## src/verilog/frt2_pkg.sv

```systemverilog
// Package: constants and carrier types for the free running timer two
package frt2_pkg;

	// ------------------------------------------------------------
	// Widths and counts
	// ------------------------------------------------------------
	localparam int unsigned   FRT2_CNT_W       = 16;
	localparam int unsigned   FRT2_BYTE_W      = 8;
	localparam int unsigned   FRT2_PRE_W       = 3;
	localparam int unsigned   FRT2_PHASE_W     = 4;
	// Last phase of a machine cycle of 12 oscillator periods
	localparam logic [3:0]    FRT2_PHASE_LAST  = 4'hb;
	// Phases of the two sampling points (S2P1, S5P1)
	localparam logic [3:0]    FRT2_SAMPLE_A    = 4'h2;
	localparam logic [3:0]    FRT2_SAMPLE_B    = 4'h8;
	localparam logic [15:0]   FRT2_CNT_ZERO    = 16'h0000;
	localparam logic [15:0]   FRT2_CNT_ONE     = 16'h0001;
	localparam logic [15:0]   FRT2_CNT_ALL1    = 16'hffff;
	localparam logic [7:0]    FRT2_BYTE_ALL1   = 8'hff;
	localparam logic [2:0]    FRT2_PRE_ZERO    = 3'h0;
	localparam logic [2:0]    FRT2_PRE_ONE     = 3'h1;
	localparam logic [3:0]    FRT2_PHASE_ZERO  = 4'h0;
	localparam logic [3:0]    FRT2_PHASE_ONE   = 4'h1;

	// ------------------------------------------------------------
	// Control, flag and interrupt enable register bit positions
	// ------------------------------------------------------------
	localparam int unsigned   FRT2_CON_WORD_SEL = 7;
	localparam int unsigned   FRT2_CON_BYTE_SEL = 6;
	localparam int unsigned   FRT2_CON_EXT_EN   = 5;
	localparam int unsigned   FRT2_CON_BYTE_FLG = 4;
	localparam int unsigned   FRT2_FLG_WORD     = 7;
	localparam int unsigned   FRT2_IEN_TIMER    = 7;

	// ------------------------------------------------------------
	// Clock source and prescaler encodings
	// ------------------------------------------------------------
	localparam logic [1:0]    FRT2_SRC_OFF     = 2'h0;
	localparam logic [1:0]    FRT2_SRC_OSC     = 2'h1;
	localparam logic [1:0]    FRT2_SRC_EXT     = 2'h2;
	localparam logic [1:0]    FRT2_DIV_1       = 2'h0;
	localparam logic [1:0]    FRT2_DIV_2       = 2'h1;
	localparam logic [1:0]    FRT2_DIV_4       = 2'h2;
	localparam logic [1:0]    FRT2_DIV_8       = 2'h3;

	// ------------------------------------------------------------
	// Carrier types
	// ------------------------------------------------------------
	typedef struct packed {
		logic       word_overflow_irq_select;
		logic       byte_overflow_irq_select;
		logic       external_reset_enable;
		logic [1:0] source_select;      // {high, low}
		logic [1:0] prescale_select;    // {high, low}
	} frt2_cfg_t;

	typedef struct packed {
		logic byte_clear;
		logic word_clear;
	} frt2_clr_t;

	typedef struct packed {
		logic [7:0] timer_high_byte;
		logic [7:0] timer_low_byte;
	} frt2_count_t;

endpackage

```

## src/verilog/frt2_top.sv

```systemverilog
// Free running timer two: 16-bit counter, prescaler, overflow flags
// Function
// 16-bit up-counter readable as two bytes
// Source off, oscillator/12, or external edges
// Sample count input twice; low-high is edge
// At most one external count per cycle
// Early edge counts next cycle, else later
// Source holds low, high half cycle each
// Prescaler divides by 1, 2, 4, 8
// Prescaler cleared on selection change, reset
// Bytes readable live; no latch, no load
// Clear on reset or enabled external edge
// External reset clears prescaler too
// Overflow flags set one cycle after overflow
// Word overflow also sets byte flag
// Byte flag at control register bit 4
// Byte interrupt needs enable and select
// Word interrupt needs enable and select
// Both requests share one interrupt output
// Flags cleared only by software, individually
// Idle holds counter and prescaler reset
// Source and divide-by-eight encodings
// Wrap from all ones sets flags
`timescale 1ns/1ns
module frt2_top
	import frt2_pkg::*;
(
	input  wire logic              core_clk,
	input  wire logic              reset,
	input  wire logic              idle_mode,
	input  wire frt2_cfg_t         cfg,
	input  wire logic              timer_interrupt_enable,
	input  wire frt2_clr_t         flag_clear,
	input  wire logic              external_count_input,
	input  wire logic              external_timer_reset_input,
	output frt2_count_t            count,
	output logic                   byte_overflow_flag,
	output logic                   word_overflow_flag,
	output logic [7:0]             timer_control_register,
	output logic [7:0]             timer_flag_register,
	output logic                   timer_irq
);

	// ------------------------------------------------------------
	// Helpers
	// ------------------------------------------------------------
	function automatic logic [2:0] frt2_div_mask(input logic [1:0] sel);
		logic [2:0] m;
		m = FRT2_PRE_ZERO;
		unique case (sel)
			FRT2_DIV_1: m = 3'h0;
			FRT2_DIV_2: m = 3'h1;
			FRT2_DIV_4: m = 3'h3;
			FRT2_DIV_8: m = 3'h7;
		endcase
		return m;
	endfunction

	// ------------------------------------------------------------
	// State
	// ------------------------------------------------------------
	logic [3:0]    phase_reg;
	logic [3:0]    phase_next;
	logic [2:0]    pre_reg;
	logic [2:0]    pre_next;
	logic [15:0]   cnt_reg;
	logic [15:0]   cnt_next;
	logic [1:0]    src_reg;
	logic [1:0]    src_next;
	logic [1:0]    div_reg;
	logic [1:0]    div_next;
	logic          rst_in_reg;
	logic          rst_in_next;
	logic          byte_ovf_reg;
	logic          byte_ovf_next;
	logic          word_ovf_reg;
	logic          word_ovf_next;
	logic          bflag_reg;
	logic          bflag_next;
	logic          wflag_reg;
	logic          wflag_next;
	logic          irq_reg;
	logic          irq_next;
	logic [7:0]    con_reg;
	logic [7:0]    con_next;
	logic [7:0]    fr_reg;
	logic [7:0]    fr_next;
	logic [15:0]   out_reg;
	logic [15:0]   out_next;
	logic          ext_edge;
	logic          tick;
	logic          pre_tick;
	logic          clr_all;
	logic          ext_rst;
	logic          sel_change;
	logic          cycle_end;
	logic [2:0]    mask;

	// ------------------------------------------------------------
	// External count edge detector
	// ------------------------------------------------------------
	frt2_edge i_frt2_edge (
		.core_clk             (core_clk),
		.reset                (reset),
		.clear                (clr_all),
		.phase                (phase_reg),
		.external_count_input (external_count_input),
		.edge_pulse           (ext_edge)
	);

	// ------------------------------------------------------------
	// Machine cycle phase
	// ------------------------------------------------------------
	assign cycle_end = (phase_reg == FRT2_PHASE_LAST);

	always_comb
	begin
		if (cycle_end)
			phase_next = FRT2_PHASE_ZERO;
		else
			phase_next = phase_reg + FRT2_PHASE_ONE;
	end

	always_ff @(posedge core_clk)
	begin
		if (reset)
			phase_reg <= FRT2_PHASE_ZERO;
		else
			phase_reg <= phase_next;
	end

	// ------------------------------------------------------------
	// Selection history and reset pin edge
	// ------------------------------------------------------------
	// A selection change is seen against last cycle's selection
	assign sel_change = (cfg.source_select != src_reg)
		|| (cfg.prescale_select != div_reg);
	assign ext_rst = cfg.external_reset_enable && !rst_in_reg
		&& external_timer_reset_input;
	assign clr_all = idle_mode || ext_rst;

	always_comb
	begin
		src_next = cfg.source_select;
		div_next = cfg.prescale_select;
		rst_in_next = external_timer_reset_input;
	end

	always_ff @(posedge core_clk)
	begin
		if (reset)
		begin
			src_reg <= FRT2_SRC_OFF;
			div_reg <= FRT2_DIV_1;
			// Pin history starts high: no false edge after reset
			rst_in_reg <= 1'b1;
		end
		else
		begin
			src_reg <= src_next;
			div_reg <= div_next;
			rst_in_reg <= rst_in_next;
		end
	end

	// ------------------------------------------------------------
	// Prescaler
	// ------------------------------------------------------------
	assign mask = frt2_div_mask(cfg.prescale_select);

	always_comb
	begin
		tick = 1'b0;
		// One prescaler input per machine cycle at most
		unique case (cfg.source_select)
			FRT2_SRC_OSC: tick = cycle_end;
			FRT2_SRC_EXT: tick = ext_edge;
			default:      tick = 1'b0;
		endcase
		pre_tick = tick && ((pre_reg & mask) == mask);
		pre_next = pre_reg;
		if (tick)
			pre_next = pre_tick ? FRT2_PRE_ZERO : pre_reg + FRT2_PRE_ONE;
		if (sel_change || clr_all)
			pre_next = FRT2_PRE_ZERO;
	end

	always_ff @(posedge core_clk)
	begin
		if (reset)
			pre_reg <= FRT2_PRE_ZERO;
		else
			pre_reg <= pre_next;
	end

	// ------------------------------------------------------------
	// Counter and overflow events
	// ------------------------------------------------------------
	always_comb
	begin
		cnt_next = cnt_reg;
		byte_ovf_next = 1'b0;
		word_ovf_next = 1'b0;
		// The count in a cycle with a new selection is dropped
		if (pre_tick && !sel_change)
		begin
			cnt_next = cnt_reg + FRT2_CNT_ONE;
			byte_ovf_next = (cnt_reg[FRT2_BYTE_W-1:0]
				== FRT2_BYTE_ALL1);
			word_ovf_next = (cnt_reg == FRT2_CNT_ALL1);
		end
		if (clr_all)
		begin
			cnt_next = FRT2_CNT_ZERO;
			byte_ovf_next = 1'b0;
			word_ovf_next = 1'b0;
		end
		// No holding latch: the output shows the live count
		out_next = cnt_next;
	end

	always_ff @(posedge core_clk)
	begin
		if (reset)
		begin
			cnt_reg <= FRT2_CNT_ZERO;
			byte_ovf_reg <= 1'b0;
			word_ovf_reg <= 1'b0;
			out_reg <= FRT2_CNT_ZERO;
		end
		else
		begin
			cnt_reg <= cnt_next;
			byte_ovf_reg <= byte_ovf_next;
			word_ovf_reg <= word_ovf_next;
			out_reg <= out_next;
		end
	end

	// ------------------------------------------------------------
	// Overflow flags
	// ------------------------------------------------------------
	always_comb
	begin
		bflag_next = bflag_reg;
		wflag_next = wflag_reg;
		if (flag_clear.byte_clear)
			bflag_next = 1'b0;
		if (flag_clear.word_clear)
			wflag_next = 1'b0;
		// Set wins over a clear in the same cycle
		if (byte_ovf_reg || word_ovf_reg)
			bflag_next = 1'b1;
		if (word_ovf_reg)
			wflag_next = 1'b1;
	end

	always_ff @(posedge core_clk)
	begin
		if (reset)
		begin
			bflag_reg <= 1'b0;
			wflag_reg <= 1'b0;
		end
		else
		begin
			bflag_reg <= bflag_next;
			wflag_reg <= wflag_next;
		end
	end

	// ------------------------------------------------------------
	// Interrupt request and register images
	// ------------------------------------------------------------
	always_comb
	begin
		irq_next = timer_interrupt_enable
			&& ((bflag_next && cfg.byte_overflow_irq_select)
			|| (wflag_next && cfg.word_overflow_irq_select));
		// Low nibble mirrors the source and prescaler selection
		con_next = {FRT2_PHASE_ZERO, cfg.source_select,
			cfg.prescale_select};
		con_next[FRT2_CON_WORD_SEL] = cfg.word_overflow_irq_select;
		con_next[FRT2_CON_BYTE_SEL] = cfg.byte_overflow_irq_select;
		con_next[FRT2_CON_EXT_EN] = cfg.external_reset_enable;
		con_next[FRT2_CON_BYTE_FLG] = bflag_next;
		fr_next = 8'h00;
		fr_next[FRT2_FLG_WORD] = wflag_next;
	end

	always_ff @(posedge core_clk)
	begin
		if (reset)
		begin
			irq_reg <= 1'b0;
			con_reg <= 8'h00;
			fr_reg <= 8'h00;
		end
		else
		begin
			irq_reg <= irq_next;
			con_reg <= con_next;
			fr_reg <= fr_next;
		end
	end

	// ------------------------------------------------------------
	// Outputs
	// ------------------------------------------------------------
	assign count = out_reg;
	assign byte_overflow_flag = bflag_reg;
	assign word_overflow_flag = wflag_reg;
	assign timer_control_register = con_reg;
	assign timer_flag_register = fr_reg;
	assign timer_irq = irq_reg;

endmodule

```

## src/verilog/frt2_edge.sv

```systemverilog
// Edge detector: samples the count input twice per machine cycle
`timescale 1ns/1ns
module frt2_edge
	import frt2_pkg::*;
(
	input  wire logic              core_clk,
	input  wire logic              reset,
	input  wire logic              clear,
	input  wire logic [3:0]        phase,
	input  wire logic              external_count_input,
	output logic                   edge_pulse
);

	logic   sample_reg;
	logic   sample_next;
	logic   pend_reg;
	logic   pend_next;
	logic   late_reg;
	logic   late_next;
	logic   edge_reg;
	logic   edge_next;
	logic   seen;
	logic   at_a;
	logic   at_b;

	assign at_a = (phase == FRT2_SAMPLE_A);
	assign at_b = (phase == FRT2_SAMPLE_B);
	assign edge_pulse = edge_reg;

	always_comb
	begin
		sample_next = sample_reg;
		pend_next = pend_reg;
		late_next = late_reg;
		edge_next = 1'b0;
		seen = 1'b0;
		if (at_a || at_b)
		begin
			sample_next = external_count_input;
			seen = !sample_reg && external_count_input;
		end
		// Edge at the first point counts in the next machine cycle,
		// at the second point one machine cycle after that
		if (phase == FRT2_PHASE_LAST)
		begin
			edge_next = pend_reg;
			pend_next = late_reg;
			late_next = 1'b0;
		end
		if (seen && at_a)
			pend_next = 1'b1;
		if (seen && at_b)
			late_next = 1'b1;
		if (clear)
		begin
			pend_next = 1'b0;
			late_next = 1'b0;
			edge_next = 1'b0;
		end
	end

	always_ff @(posedge core_clk)
	begin
		if (reset)
		begin
			sample_reg <= 1'b1;
			pend_reg <= 1'b0;
			late_reg <= 1'b0;
			edge_reg <= 1'b0;
		end
		else
		begin
			sample_reg <= sample_next;
			pend_reg <= pend_next;
			late_reg <= late_next;
			edge_reg <= edge_next;
		end
	end

endmodule

```

## config.mk

```make
export PLATFORM = sky130hd
export DESIGN_NAME = frt2_top
export DESIGN_NICKNAME = d
export VERILOG_FILES = /design/src/verilog/frt2_pkg.sv /design/src/verilog/frt2_top.sv /design/src/verilog/frt2_edge.sv
export SDC_FILE = /design/constraint.sdc
export NUM_CORES = 1
export LEC_CHECK = 0
export ABC_AREA = 0
export BUFFER_PORTS_ARGS = -buffer_cell sky130_fd_sc_hd__buf_2
export CORE_AREA = 2 2 72 74
export DETAILED_ROUTE_END_ITERATION = 6
export DIE_AREA = 0 0 74 76
export HOLD_SLACK_MARGIN = 0.12
export PLACE_DENSITY = 0.64
export RECOVER_POWER = 50
export SETUP_SLACK_MARGIN = 0.1
export SYNTH_ARGS = -nofsm -noshare
export SYNTH_HDL_FRONTEND = slang
export SYNTH_SLANG_ARGS = --single-unit
```

## constraint.sdc

```tcl
create_clock -name core_clk -period 1.85 [get_ports core_clk]
set_input_delay 0.37 -clock core_clk [delete_from_list [all_inputs] [get_ports core_clk]]
set_output_delay 0.37 -clock core_clk [all_outputs]
set_load 0.1 [all_outputs]
```

# Yosys cells after proc, flatten, opt, wreduce, memory -nomap -nowiden
# Cells that the tools add are included.
totals:
  regBits: 52
  in_bits: 15
  out_inout_bits: 35
  elab_cells: 75
op_classes:
  add_sub_neg: 3
  n_eq_ne: 13
  n_mux: 12
  bitwise: 3
  reduce_logical: 27
op_table:
  columns: ["cell", "n"]
  rows:
  - ["adder 16 x 1 -> 16 bit, second input constant", 1]
  - ["== test 16 bit, second input constant", 1]
  - ["one-hot mux 3 bit (4 select lines)", 1]
  - ["logical AND 1 bit", 10]
  - ["two-way mux 1 bit", 9]
  - ["== test 4 bit, second input constant", 2]
  - ["== test 8 bit, second input constant", 1]
  - ["== test 2 bit, second input constant", 3]
  - ["logical OR 1 bit", 6]
  - ["OR reduction 2 bit", 3]
  - ["OR reduction 3 bit", 2]
  - ["adder 4 x 1 -> 4 bit, second input constant", 1]
  - ["== test 2 x 1 -> 1 bit, second input constant", 2]
  - ["== test 4 x 2 -> 1 bit, second input constant", 1]
  - ["inequality test 2 bit", 2]
  - ["nonzero test 2 bit", 2]
  - ["adder 3 x 1 -> 3 bit, second input constant", 1]
  - ["bitwise AND 3 bit", 1]
  - ["== test 3 bit", 1]
  - ["zero test 1 bit", 3]
  - ["two-way mux 3 bit", 1]
  - ["zero test 2 bit", 1]
  - ["inverter 1 bit", 2]
  - ["one-hot mux 1 bit (2 select lines)", 1]

# Longest topological paths before layout
# Gate-level depths: netlist of the first run.
logic_depth:
  word_depth: 8
  ltp_mapped: 8
  depth_no_buf: 7

# By module
# Synthesis of the first run repeated with hierarchy kept, for this count alone.
hier_totals:
  cells_unflattened: 207
  hier_area_um2: 1841.8
by_module_without_submodules:
  columns: ["module", "n_inst", "cells_each", "area_each_um2", "seq_area_each_um2"]
  rows:
  - ["frt2_top", 1, 186, 1631.6, 720.7]
  - ["frt2_edge", 1, 21, 210.2, 80.1]

# Least setup slack after synthesis of the first run
# No wires, ideal clock.
synth_timing:
  kind: "register -> register"
  from: "register timer_control_register[3] (netlist name)"
  to: "register out_reg[13] (netlist: count[13])"
  setup_time_ns: 0.070
  arrival_ns: 2.340
  required_ns: 1.780
  path_slack_ns: -0.560
  path_stages_with_launch: 7
  n_path_buf: 1
  synth_period_minus_slack_ns: 2.410
  cell_sequence: "dfxtp_1 xor2_1 a211oi_2 nand4_1 buf_2 or4_1 a21oi_1"
synth_lines:
  columns: ["element", "line", "text"]
  rows:
  - ["to (signal assigned)", "frt2_top.sv:236", "out_reg <= out_next;"]
  - ["to (decl)", "frt2_top.sv:88", "logic [15:0] out_reg;"]

# Worst setup path in the final report of the first run
layout_timing:
  from: "register phase_reg[1]"
  to: "register out_reg[7] (netlist: count[7])"
layout_between:
  elab_chain_cells: 4
layout_rtl:
  columns: ["element", "line", "text"]
  rows:
  - ["from (decl)", "frt2_top.sv:62", "logic [3:0] phase_reg;"]
  - ["from (signal assigned)", "frt2_top.sv:129", "phase_reg <= phase_next;"]
  - ["== test 4 bit", "frt2_top.sv:114", "assign cycle_end = (phase_reg == FRT2_PHASE_LAST);"]
  - ["one-hot mux 1 bit (2 select lines)", "frt2_top.sv:175", "unique case (cfg.source_select)"]
  - ["logical AND 1 bit", "frt2_top.sv:180", "pre_tick = tick && ((pre_reg & mask) == mask);"]
  - ["logical AND 1 bit", "frt2_top.sv:205", "if (pre_tick && !sel_change)"]
# No other way between the ends.
# A chain may end at the register's enable or synchronous reset.

==> results of run 1 <==
## synth_stat cells (4+ instances only)
cell type | n | area share, %
a21oi_1 | 21 | 5.6
buf_4 | 9 | 3.6
dfxtp_1 | 40 | 43
ha_1 | 7 | 4.7
inv_1 | 11 | 2.2
nand2_1 | 12 | 2.4
nand3_1 | 7 | 1.9
nand4_1 | 6 | 2.0
nor2_1 | 20 | 4.0
nor2b_1 | 8 | 2.7
nor3_1 | 4 | 1.1
o21ai_0 | 10 | 2.7
o31ai_1 | 4 | 1.6
or3_1 | 7 | 2.3
or4_1 | 5 | 2.0
xor2_1 | 6 | 2.8
## logic make-up after synthesis
kind of cell               after synthesis  share of synthesized area, %
AOI/OAI and AO/OA                       43                         13.97
buffers and inverters                   23                         6.852
other                                    1                        0.1994
DFF                                     40                         42.58
muxes                                    2                         1.065
adders and majority gates                7                         4.657
and+or+nand+nor                         90                         27.41
xor gates and xnor gates                 7                         3.260
## repair_timing
action / CTS / global route
setup endpoints to repair: 17 / 17
buffers inserted: 3 / 2
pin swaps: 9 / 7
gates resized for setup: 14 / 14
## stage by stage
step                      power (mW)  worst slack (ns)  hold WS [ns]  cell area, sq um  cells
after floorplan                1.100          -0.01963        0.4284              1986    219
after global placement         1.166           -0.2552        0.4504              2404    347
after detailed placement       1.170           -0.3359        0.4511              2404    347
after CTS                      1.843          -0.08097        0.2587              2592    358
after global routing           1.903           -0.1404        0.2746              2676    360
final                          1.828          -0.04517        0.2667              2676    360
## power breakdown
group / switching [mW] / total, mW / internal [mW]
logic: 0.210 / 0.297 / 0.0866
registers: 0.00993 / 0.875 / 0.865
clock network: 0.310 / 0.656 / 0.346
total: 0.530 / 1.83 / 1.30
## final timing paths
check                         endpoint  depth (start not counted)  slack [ns]
setup / recovery              count[7]                          7       -0.05
hold / removal              rst_in_reg                          2        0.27
setup reg to reg              count[7]                          7       -0.05
hold reg to reg   i_frt2_edge.pend_reg                          2        0.46
## layer usage
| layer | up-vias | share of wire (%) | wire [um] |
|---|---|---|---|
| met4 | 0 | 2.7 | 115 |
| met2 | 56 | 46 | 1987 |
| met1 | 787 | 46 | 1967 |
| met5 | - | 0 | 0 |
| li1 | 890 | - | - |
| met3 | 11 | 5.3 | 229 |
## critical path: cells and delay by family, from the launching register on
family	cells	cell delay, ns
buf+inv	1	0.23
simple gates	3	0.73
flops	1	0.36
fa+ha+maj	1	0.15
compound gates	2	0.36
## area by class of cell
class / count / area (sq um) / share of cell area, %
Sequential cell: 40 / 855.8 / 31.98
Inverter: 11 / 41.29 / 1.543
Multi-Input combinational cell: 156 / 1121 / 41.89
Clock inverter: 1 / 5.005 / 0.1870
Timing Repair Buffer: 75 / 467.9 / 17.48
Clock buffer: 7 / 97.59 / 3.647
Tap cell: 70 / 87.58 / 3.273
==> flow_metrics.py, run 1 <==
metrics = {
    "global_routing": {
        "globalRoute.totalOverflow": 0,
        "met1_usage_pct": 19.70,
        "grt.met2_usage_pct": 25.09,
        "grt_pass1_wl_um": 7010,
        "grt_use_total_pct": 15.86,
        "antenna_found_initial": 0,
        "grt_busiest_layer": "met2",
        "groute.layer.met3.usage_pct": 3.175,
        "grt_pass1_vias": 1621,
        "grt_max_degree": 17,
    },
    "cells_and_area": {
        "syn_to_final_growth_pct": 42.32,
        "drive_gt1_share_pct": 44.48,
        "largest_reg_flops": 16,
        "layout_commonest_cell": "buf_2",
        "antenna_cells": 0,
        "fin_nets": 311,
        "final_cell_mix": "buf_2 (41), buf_4 (28), a21oi_1 (20)",
        "final_util_pct": 54.48,
        "fillers": 469,
    },
    "setup_path": {
        "r2r-start": "phase_reg[1]",
        "critPathLaunch": "phase_reg[1]",
        "cp_slowest_stage_delay_ns": 0.36,
        "critPathRequiredTime_ns": 2.08,
        "start_kind": "flop",
        "slowest_stage": "dfxtp_2",
        "cp-end-kind": "flop",
        "cp_max_fo": 5,
        "worstPathCellList": "ha_4 -> nand4b_4 -> a211oi_4 -> nand4_1 -> buf_4 -> or3_4 -> a21oi_2",
        "worstSetupPathType": "flop to flop",
        "critPathArrivalTime_ns": 2.13,
    },
    "synthesis": {
        "yosysSeqAreaShare_pct": 42.58,
        "ys_warn_count": 0,
        "syn_inst": 213,
        "synth_edf_count": 0,
        "ys_ff_latch": 40,
        "synthFlopType": "dfxtp_1",
        "synthesis.area_per_instance_sq_um": 8.829,
        "synth_area_sq_um": 1881,
        "synth_cell_types": 42,
        "synth-async-reset-ratio_pct": 0,
    },
    "sta": {
        "fin_tns_setup_ns": -0.06281,
        "max_freq_mhz": 527.7,
        "fin_skew_ns": 0.005251,
        "hold_viol": 0,
        "setup_violations": 2,
        "finalWorstSetupSlack_ns": -0.04517,
        "worstMarginPinSlew_ns": 0.6491,
        "min_period_ns": 1.895,
        "rsz0062_at_grt": "true",
        "post-route-period-util_pct": 102.4,
        "slew_viol_final": 0,
        "slew_headroom_pct": 56.73,
    },
    "detailed_routing": {
        "vias": 1744,
        "drc": 0,
        "dr.pass1.iters": 4,
        "initialDrtViolationCount": 71,
        "vias_per_cell": 4.844,
        "antenna_left": 0,
        "wl_um": 4298,
        "wire_per_inst_um": 11.94,
    },
    "cts": {
        "cts_buffers": 5,
        "clk_pin_slew_worst_paths_ns": 0.08,
        "cts-root-buf": "clkbuf_8",
        "cts-htree-levels": 2,
        "postCtsHoldBufs": 0,
        "clockBufferDepth": 2,
        "clkSinkCount": 40,
        "clk_latency_ns": 0.30,
        "cts_tree": "done",
    },
    "floorplanning": {
        "coreArea_sq_um": 4912,
        "rows": 26,
        "initial_core_util_pct": 38.28,
        "die_w_um": 74,
        "ioPinCount": 50,
        "die-area_sq_um": 5624,
        "fp.dieH_um": 76,
    },
    "job": {
        "max-cap-violations": 0,
    },
    "power_and_ir_drop": {
        "p_per_area_nw_per_um2": 682.9,
        "p_leak_nw": 1.105,
        "ir_drop_v": 0.0003495,
    },
    "place": {
        "port_buffers": 42,
        "gp_congestion": 0.7952,
        "place_hpwl_um": 3113,
    },
    "run_status": {
        "failed_checks": "setup timing",
        "status": "finished, violations left",
    },
    "worst_hold_path": {
        "hold_class": "input pin to flop",
        "worstHoldStart": "external_timer_reset_input",
    },
}
Note: power is estimated with default switching activity, not from simulation.
==> inputs of run 2 (changes only) <==
==> constraint.sdc (replaced) <==
create_clock -name core_clk -period 1.85 [get_ports core_clk]
set_input_delay 0.185 -clock core_clk [delete_from_list [all_inputs] [get_ports core_clk]]
set_output_delay 0.185 -clock core_clk [all_outputs]
set_load 0.1 [all_outputs]
==> flow_metrics.py, run 2 (same netlist as run 1, synthesis figures left out) <==
metrics = {
    "run_status": {
        "status": "finished, final reports clean",
    },
    "power_and_ir_drop": {
        "ir_drop_v": 0.0003222,
        "p_leak_nw": 1.082,
        "p_per_area_nw_per_um2": 663.0,
    },
    "detailed_routing": {
        "wire_per_inst_um": 11.56,
        "dr.pass1.iters": 4,
        "wl_um": 4174,
        "vias_per_cell": 4.831,
        "vias": 1744,
        "antenna_left": 0,
        "initialDrtViolationCount": 91,
        "drc": 0,
    },
    "place": {
        "port_buffers": 42,
        "place_ws_ns": -0.08987,
        "dpl-instance-area_sq_um": 2366,
        "place_hpwl_um": 2981,
        "gp_congestion": 0.7257,
    },
    "sta": {
        "rsz0062_at_grt": "true",
        "max_freq_mhz": 547.9,
        "setup_violations": 0,
        "post-route-period-util_pct": 98.65,
        "finalWorstSetupSlack_ns": 0.02492,
        "slew_headroom_pct": 54.11,
        "hold_viol": 0,
        "fin_skew_ns": 0.005582,
        "slew_viol_final": 0,
        "min_period_ns": 1.825,
        "worstMarginPinSlew_ns": 0.6884,
    },
    "cts": {
        "cts-htree-levels": 2,
        "clkSinkCount": 40,
        "clk_latency_ns": 0.29,
        "clk_pin_slew_worst_paths_ns": 0.07,
        "cts_buffers": 5,
        "clockBufferDepth": 2,
        "cts_tree": "done",
        "cts-root-buf": "clkbuf_8",
    },
    "floorplanning": {
        "rows": 26,
        "ioPinCount": 50,
        "initial_core_util_pct": 38.28,
        "die_w_um": 74,
        "coreArea_sq_um": 4912,
        "die-area_sq_um": 5624,
        "fp.dieH_um": 76,
    },
    "global_routing": {
        "grt_use_total_pct": 15.54,
        "globalRoute.totalOverflow": 0,
        "grt_pass1_wl_um": 6913,
        "grt_pass1_vias": 1557,
        "antenna_found_initial": 0,
        "grt_max_degree": 19,
    },
    "setup_path": {
        "cp_slowest_stage_delay_ns": 0.37,
        "cp_common_cell": "buf_6",
        "worstSetupPathType": "flop to flop",
        "start_kind": "flop",
        "critPathArrivalTime_ns": 2.05,
        "crit_buf_inv": 2,
        "cpLargestDelayFamily": "simple AND/OR/NAND/NOR gates",
        "slowest_stage": "or3_4",
        "critPathRequiredTime_ns": 2.07,
        "worstPathCellList": "ha_4 -> nand4b_4 -> a211oi_2 -> nand4_1 -> buf_6 -> buf_6 -> or3_4 -> a21oi_2",
        "cp_max_fo": 7,
        "cp-end-kind": "flop",
    },
    "cells_and_area": {
        "fin_nets": 312,
        "final_area_sq_um": 2651,
        "antenna_cells": 0,
        "layout_commonest_cell": "buf_2",
        "syn_to_final_growth_pct": 40.98,
        "drive_gt1_share_pct": 39.52,
        "final_cell_mix": "buf_2 (39), buf_4 (21), dfxtp_1 (20)",
        "largest_reg_flops": 16,
    },
    "worst_hold_path": {
        "hold_class": "input pin to flop",
    },
    "job": {
        "max-cap-violations": 0,
    },
}
run 2: through the flow:
step                      util, %  setup TNS (ns)  instances  hold WS [ns]  total power, mW
after detailed placement    48.17         -0.1869        341        0.3934            1.164
final                       53.97               0        361        0.1420            1.758
after global placement      48.17         -0.1200        341        0.3902            1.161
after global routing        53.97         -0.1891        361        0.1529            1.835
after CTS                   52.01               0        357        0.1331            1.774
after floorplan                 -               0        219        0.2469            1.101
run 2: routing by layer:
| layer | track usage [%] | share of wire, % | up-vias |
|---|---|---|---|
| met3 | 4.497 | 5.2 | 7 |
| li1 | - | - | 894 |
| met4 | 6.727 | 1.7 | 0 |
| met2 | 24.38 | 47 | 40 |
| met1 | 19.54 | 46 | 803 |
| met5 | 0 | 0 | - |
run 2: final timing paths:
kind,cells past startpoint,end,slack (ns),from
setup / recovery,8,count[7],0.02,phase_reg[1]
hold / removal,2,timer_control_register[6],0.14,cfg[5]
setup reg to reg,8,count[7],0.02,phase_reg[1]
hold reg to reg,2,i_frt2_edge.pend_reg,0.46,i_frt2_edge.late_reg
run 2: area by class of cell:
type                    instances  area, sq um
fillers                       474         2261
inverters                      11        41.29
flip-flops and latches         40        853.3
clock buffers                   8        90.09
multi-input cells             156         1087
repair buffers                 76        491.7
well taps                      70        87.58
run 2: timing repair:
action | 4_1_cts | 5_1_grt
hold buffers | 5 | 0
pin swaps | 11 | 11
cloned | 0 | 1
endpoints found under the setup margin | 11 | 16
gates resized for setup | 4 | 16
endpoints found under the hold margin | 5 | 0
buffers inserted | 3 | 3
run 2: power by group:
group / switching [mW] / leakage (nW) / total, mW / internal, mW
Combinational: 0.202 / 0.699 / 0.291 / 0.0884
Clock: 0.285 / 0.0455 / 0.590 / 0.304
Sequential: 0.0118 / 0.337 / 0.877 / 0.866
run 2: worst reg2reg max path, stage by stage, from the launching register on:
cell      delay [ns]
dfxtp_2         0.36
ha_4            0.15
nand4b_4        0.12
a211oi_2        0.23
nand4_1         0.14
buf_6           0.16
buf_6           0.11
or3_4           0.37
a21oi_2         0.13
==> inputs of run 3 (changes only) <==
--- a/config.mk
+++ b/config.mk
@@ -7,13 +7,15 @@
 export LEC_CHECK = 0
 export ABC_AREA = 0
 export BUFFER_PORTS_ARGS = -buffer_cell sky130_fd_sc_hd__buf_2
-export CORE_AREA = 2 2 72 74
+export CORE_AREA = 2 2 71 73
 export DETAILED_ROUTE_END_ITERATION = 6
-export DIE_AREA = 0 0 74 76
+export DIE_AREA = 0 0 73 75
 export HOLD_SLACK_MARGIN = 0.12
-export PLACE_DENSITY = 0.64
+export PLACE_DENSITY = 0.65
 export RECOVER_POWER = 50
-export SETUP_SLACK_MARGIN = 0.1
+export SETUP_SLACK_MARGIN = 0.15
+export SLEW_MARGIN = 10
 export SYNTH_ARGS = -nofsm -noshare
 export SYNTH_HDL_FRONTEND = slang
+export SYNTH_HIERARCHICAL = 1
 export SYNTH_SLANG_ARGS = --single-unit
==> flow_metrics.py, run 3 <==
metrics = {
    "setup_path": {
        "crit_end": "count[10]",
        "cp_max_fo": 5,
        "worstSetupPathType": "flop to flop",
        "r2r_end": "count[10]",
        "critPathLaunch": "div_reg[0]",
        "critPathArrivalTime_ns": 2.00,
        "r2r-start": "div_reg[0]",
        "start_kind": "flop",
        "rrSetupSlack_ns": 0.09,
        "critPathRequiredTime_ns": 2.08,
        "reg2regPathDepth": 6,
        "cp-end-kind": "flop",
    },
    "synthesis": {
        "synth_adder_area_share_pct": 3.397,
        "synth_edf_count": 0,
        "synth_cell_types": 39,
        "synth-compound-area-share_pct": 11.68,
        "synth_common_cells": "dfxtp_1 (40), a21oi_1 (16), nor2_1 (16)",
        "synthesis.area_per_instance_sq_um": 8.897,
        "syn_inst": 207,
        "synth_area_leaders": "dfxtp_1 (43%), xor2_1 (4.8%), a21oi_1 (4.3%), buf_4 (3.7%), ha_1 (3.4%)",
        "synth_top_family_by_area": "simple AND/OR/NAND/NOR gates",
        "yosysSeqAreaShare_pct": 43.48,
        "muxShareOfSynthArea_pct": 1.087,
        "synth_area_sq_um": 1842,
        "synth_xor_xnor_area_share_pct": 5.231,
        "synth_top_area_share_pct": 43.48,
        "ys_ff_latch": 40,
        "synth-async-reset-ratio_pct": 0,
        "post-synth-top-count-cell": "dfxtp_1",
        "yosys.area_share.simple_pct": 28.46,
        "ys_warn_count": 6,
        "synthFlopType": "dfxtp_1",
        "yosysTopAreaCell": "dfxtp_1",
    },
    "floorplanning": {
        "die_w_um": 73,
        "ioPinCount": 50,
        "fp.dieH_um": 75,
        "die-area_sq_um": 5475,
        "coreArea_sq_um": 4661,
        "initial_core_util_pct": 39.52,
        "rows": 25,
    },
    "place": {
        "port_buffers": 42,
        "gp_congestion": 0.7430,
        "place_hpwl_um": 2771,
        "dpl.cell_count": 312,
    },
    "detailed_routing": {
        "drc": 0,
        "antenna_left": 0,
        "met2_wirelength_um": 1903,
        "wl_met3_um": 176,
        "vias_per_cell": 4.936,
        "wire_per_inst_um": 11.99,
        "dr.pass1.iters": 4,
        "initialDrtViolationCount": 80,
        "top_layer": "met4",
        "wl_um": 3921,
        "vias": 1614,
        "wl_met1_um": 1772,
    },
    "power_and_ir_drop": {
        "total_power_mw": 1.790,
        "ir_drop_v": 0.0004277,
        "p_leak_nw": 1.021,
        "p_per_area_nw_per_um2": 719.8,
    },
    "global_routing": {
        "grt_max_degree": 21,
        "grt_use_total_pct": 15.62,
        "grt_pass1_vias": 1499,
        "antenna_found_initial": 0,
        "globalRoute.totalOverflow": 0,
        "grt_pass1_wl_um": 6651,
    },
    "cells_and_area": {
        "antenna_cells": 0,
        "final_cell_mix": "buf_2 (41), dfxtp_1 (19), nor2_1 (16), buf_4 (16), dfxtp_2 (14)",
        "layout_commonest_cell": "buf_2",
        "syn_to_final_growth_pct": 34.99,
        "largest_reg_flops": 16,
        "drive_gt1_share_pct": 40.29,
        "layout.cells.non_filler": 327,
        "fin_nets": 292,
    },
    "sta": {
        "min_period_ns": 1.764,
        "slew_viol_final": 0,
        "hold_viol": 0,
        "max_freq_mhz": 566.9,
        "rsz0062_at_grt": "true",
        "holdWs_ns": 0.1330,
        "fin_skew_ns": 0.007145,
        "post-route-period-util_pct": 95.36,
        "setup_violations": 0,
        "worstMarginPinSlew_ns": 0.8437,
        "slew_headroom_pct": 43.75,
        "fin_tns_setup_ns": 0,
    },
    "job": {
        "max-cap-violations": 0,
    },
    "cts": {
        "clk_pin_slew_worst_paths_ns": 0.08,
        "cts_tree": "done",
        "cts-root-buf": "clkbuf_8",
        "clkSinkCount": 40,
        "clk_latency_ns": 0.29,
        "clockBufferDepth": 2,
        "cts_buffers": 5,
        "cts-htree-levels": 2,
    },
    "worst_hold_path": {
        "hold_class": "input pin to flop",
    },
    "run_status": {
        "status": "finished, final reports clean",
    },
}
==> run 3: changes by cell type in the layout (fill, tap and decap cells not counted), moves of 3 or more <==
| cell | delta |
|---|---|
| and2_1 | +3 |
| a21oi_1 | -8 |
| a211oi_1 | +3 |
| nand3_1 | +3 |
| dfxtp_4 | -4 |
| inv_1 | -3 |
| dfxtp_2 | +5 |
| or4_1 | -4 |
| xor2_2 | +3 |
| buf_4 | -5 |
| nor2_1 | -3 |
| a21oi_2 | +3 |
| xor2_1 | +3 |
==> run 3: stage by stage <==
step	setup slack, ns	cell area, sq um	util, %
after detailed placement	0.07857	2241	48.08
final	0.08592	2486	53.34
after CTS	0.08791	2434	52.21
after floorplan	-0.08740	1936	-
after global placement	0.1176	2241	48.08
after global routing	-0.006435	2486	53.34
==> run 3: logic make-up (layout without fill, tap and decap cells) <==
logic type,after synthesis,count (layout)
buffers and inverters,22,82
multiplexers,2,2
XOR/XNOR,11,11
adder cells (fa/ha/maj),5,5
AND/OR/NAND/NOR,90,90
other,1,7
AO/OA/AOI/OAI,36,36
flip-flops,40,40
==> run 3: what timing repair did <==
item,CTS,global route
endpoints found under the setup margin,10,13
gates resized for setup,6,13
buffers inserted,4,0
gates cloned,0,0
pin swaps,2,9
hold buffers,3,0
hold endpoints to repair,3,0
==> run 3: report_power, final <==
part,internal [mW],switching (mW)
logic,0.0681,0.192
registers,0.870,0.0105
clock network,0.346,0.303
==> run 3: per-layer routing <==
| layer | vias up | global-route usage, % |
|---|---|---|
| met5 | - | 0 |
| met4 | 0 | 8.025 |
| met3 | 6 | 4.552 |
| met2 | 38 | 25.73 |
| met1 | 733 | 18.55 |
| li1 | 837 | - |
==> run 3: how the worst min path moves through the flow <==
stage,depth (start not counted),start,endpoint,slack [ns]
after floorplan,1,reset,div_reg[0],0.25
after global placement,2,external_timer_reset_input,rst_in_reg,0.39
after detailed placement,2,external_timer_reset_input,rst_in_reg,0.39
after CTS,2,cfg[4],timer_control_register[5],0.13
after global routing,2,cfg[5],timer_control_register[6],0.15
final,2,cfg[4],timer_control_register[5],0.13
==> run 3: worst max-delay path, cell delays in order, from the launching register on <==
cell and delay (ns):
dfxtp_4 0.35, xor2_2 0.15, nor4_4 0.26, buf_4 0.18, nand4_4 0.11, or4_4 0.54
a21oi_2 0.12
==> run 3: area by class of cell <==
cell class	instances	area [sq um]
Fill cell	439	2175
Multi-Input combinational cell	151	1033
Sequential cell	40	844.6
Timing Repair Buffer	66	407.9
Clock buffer	7	97.59
Tap cell	54	67.56
Inverter	8	30.03
Clock inverter	1	5.005
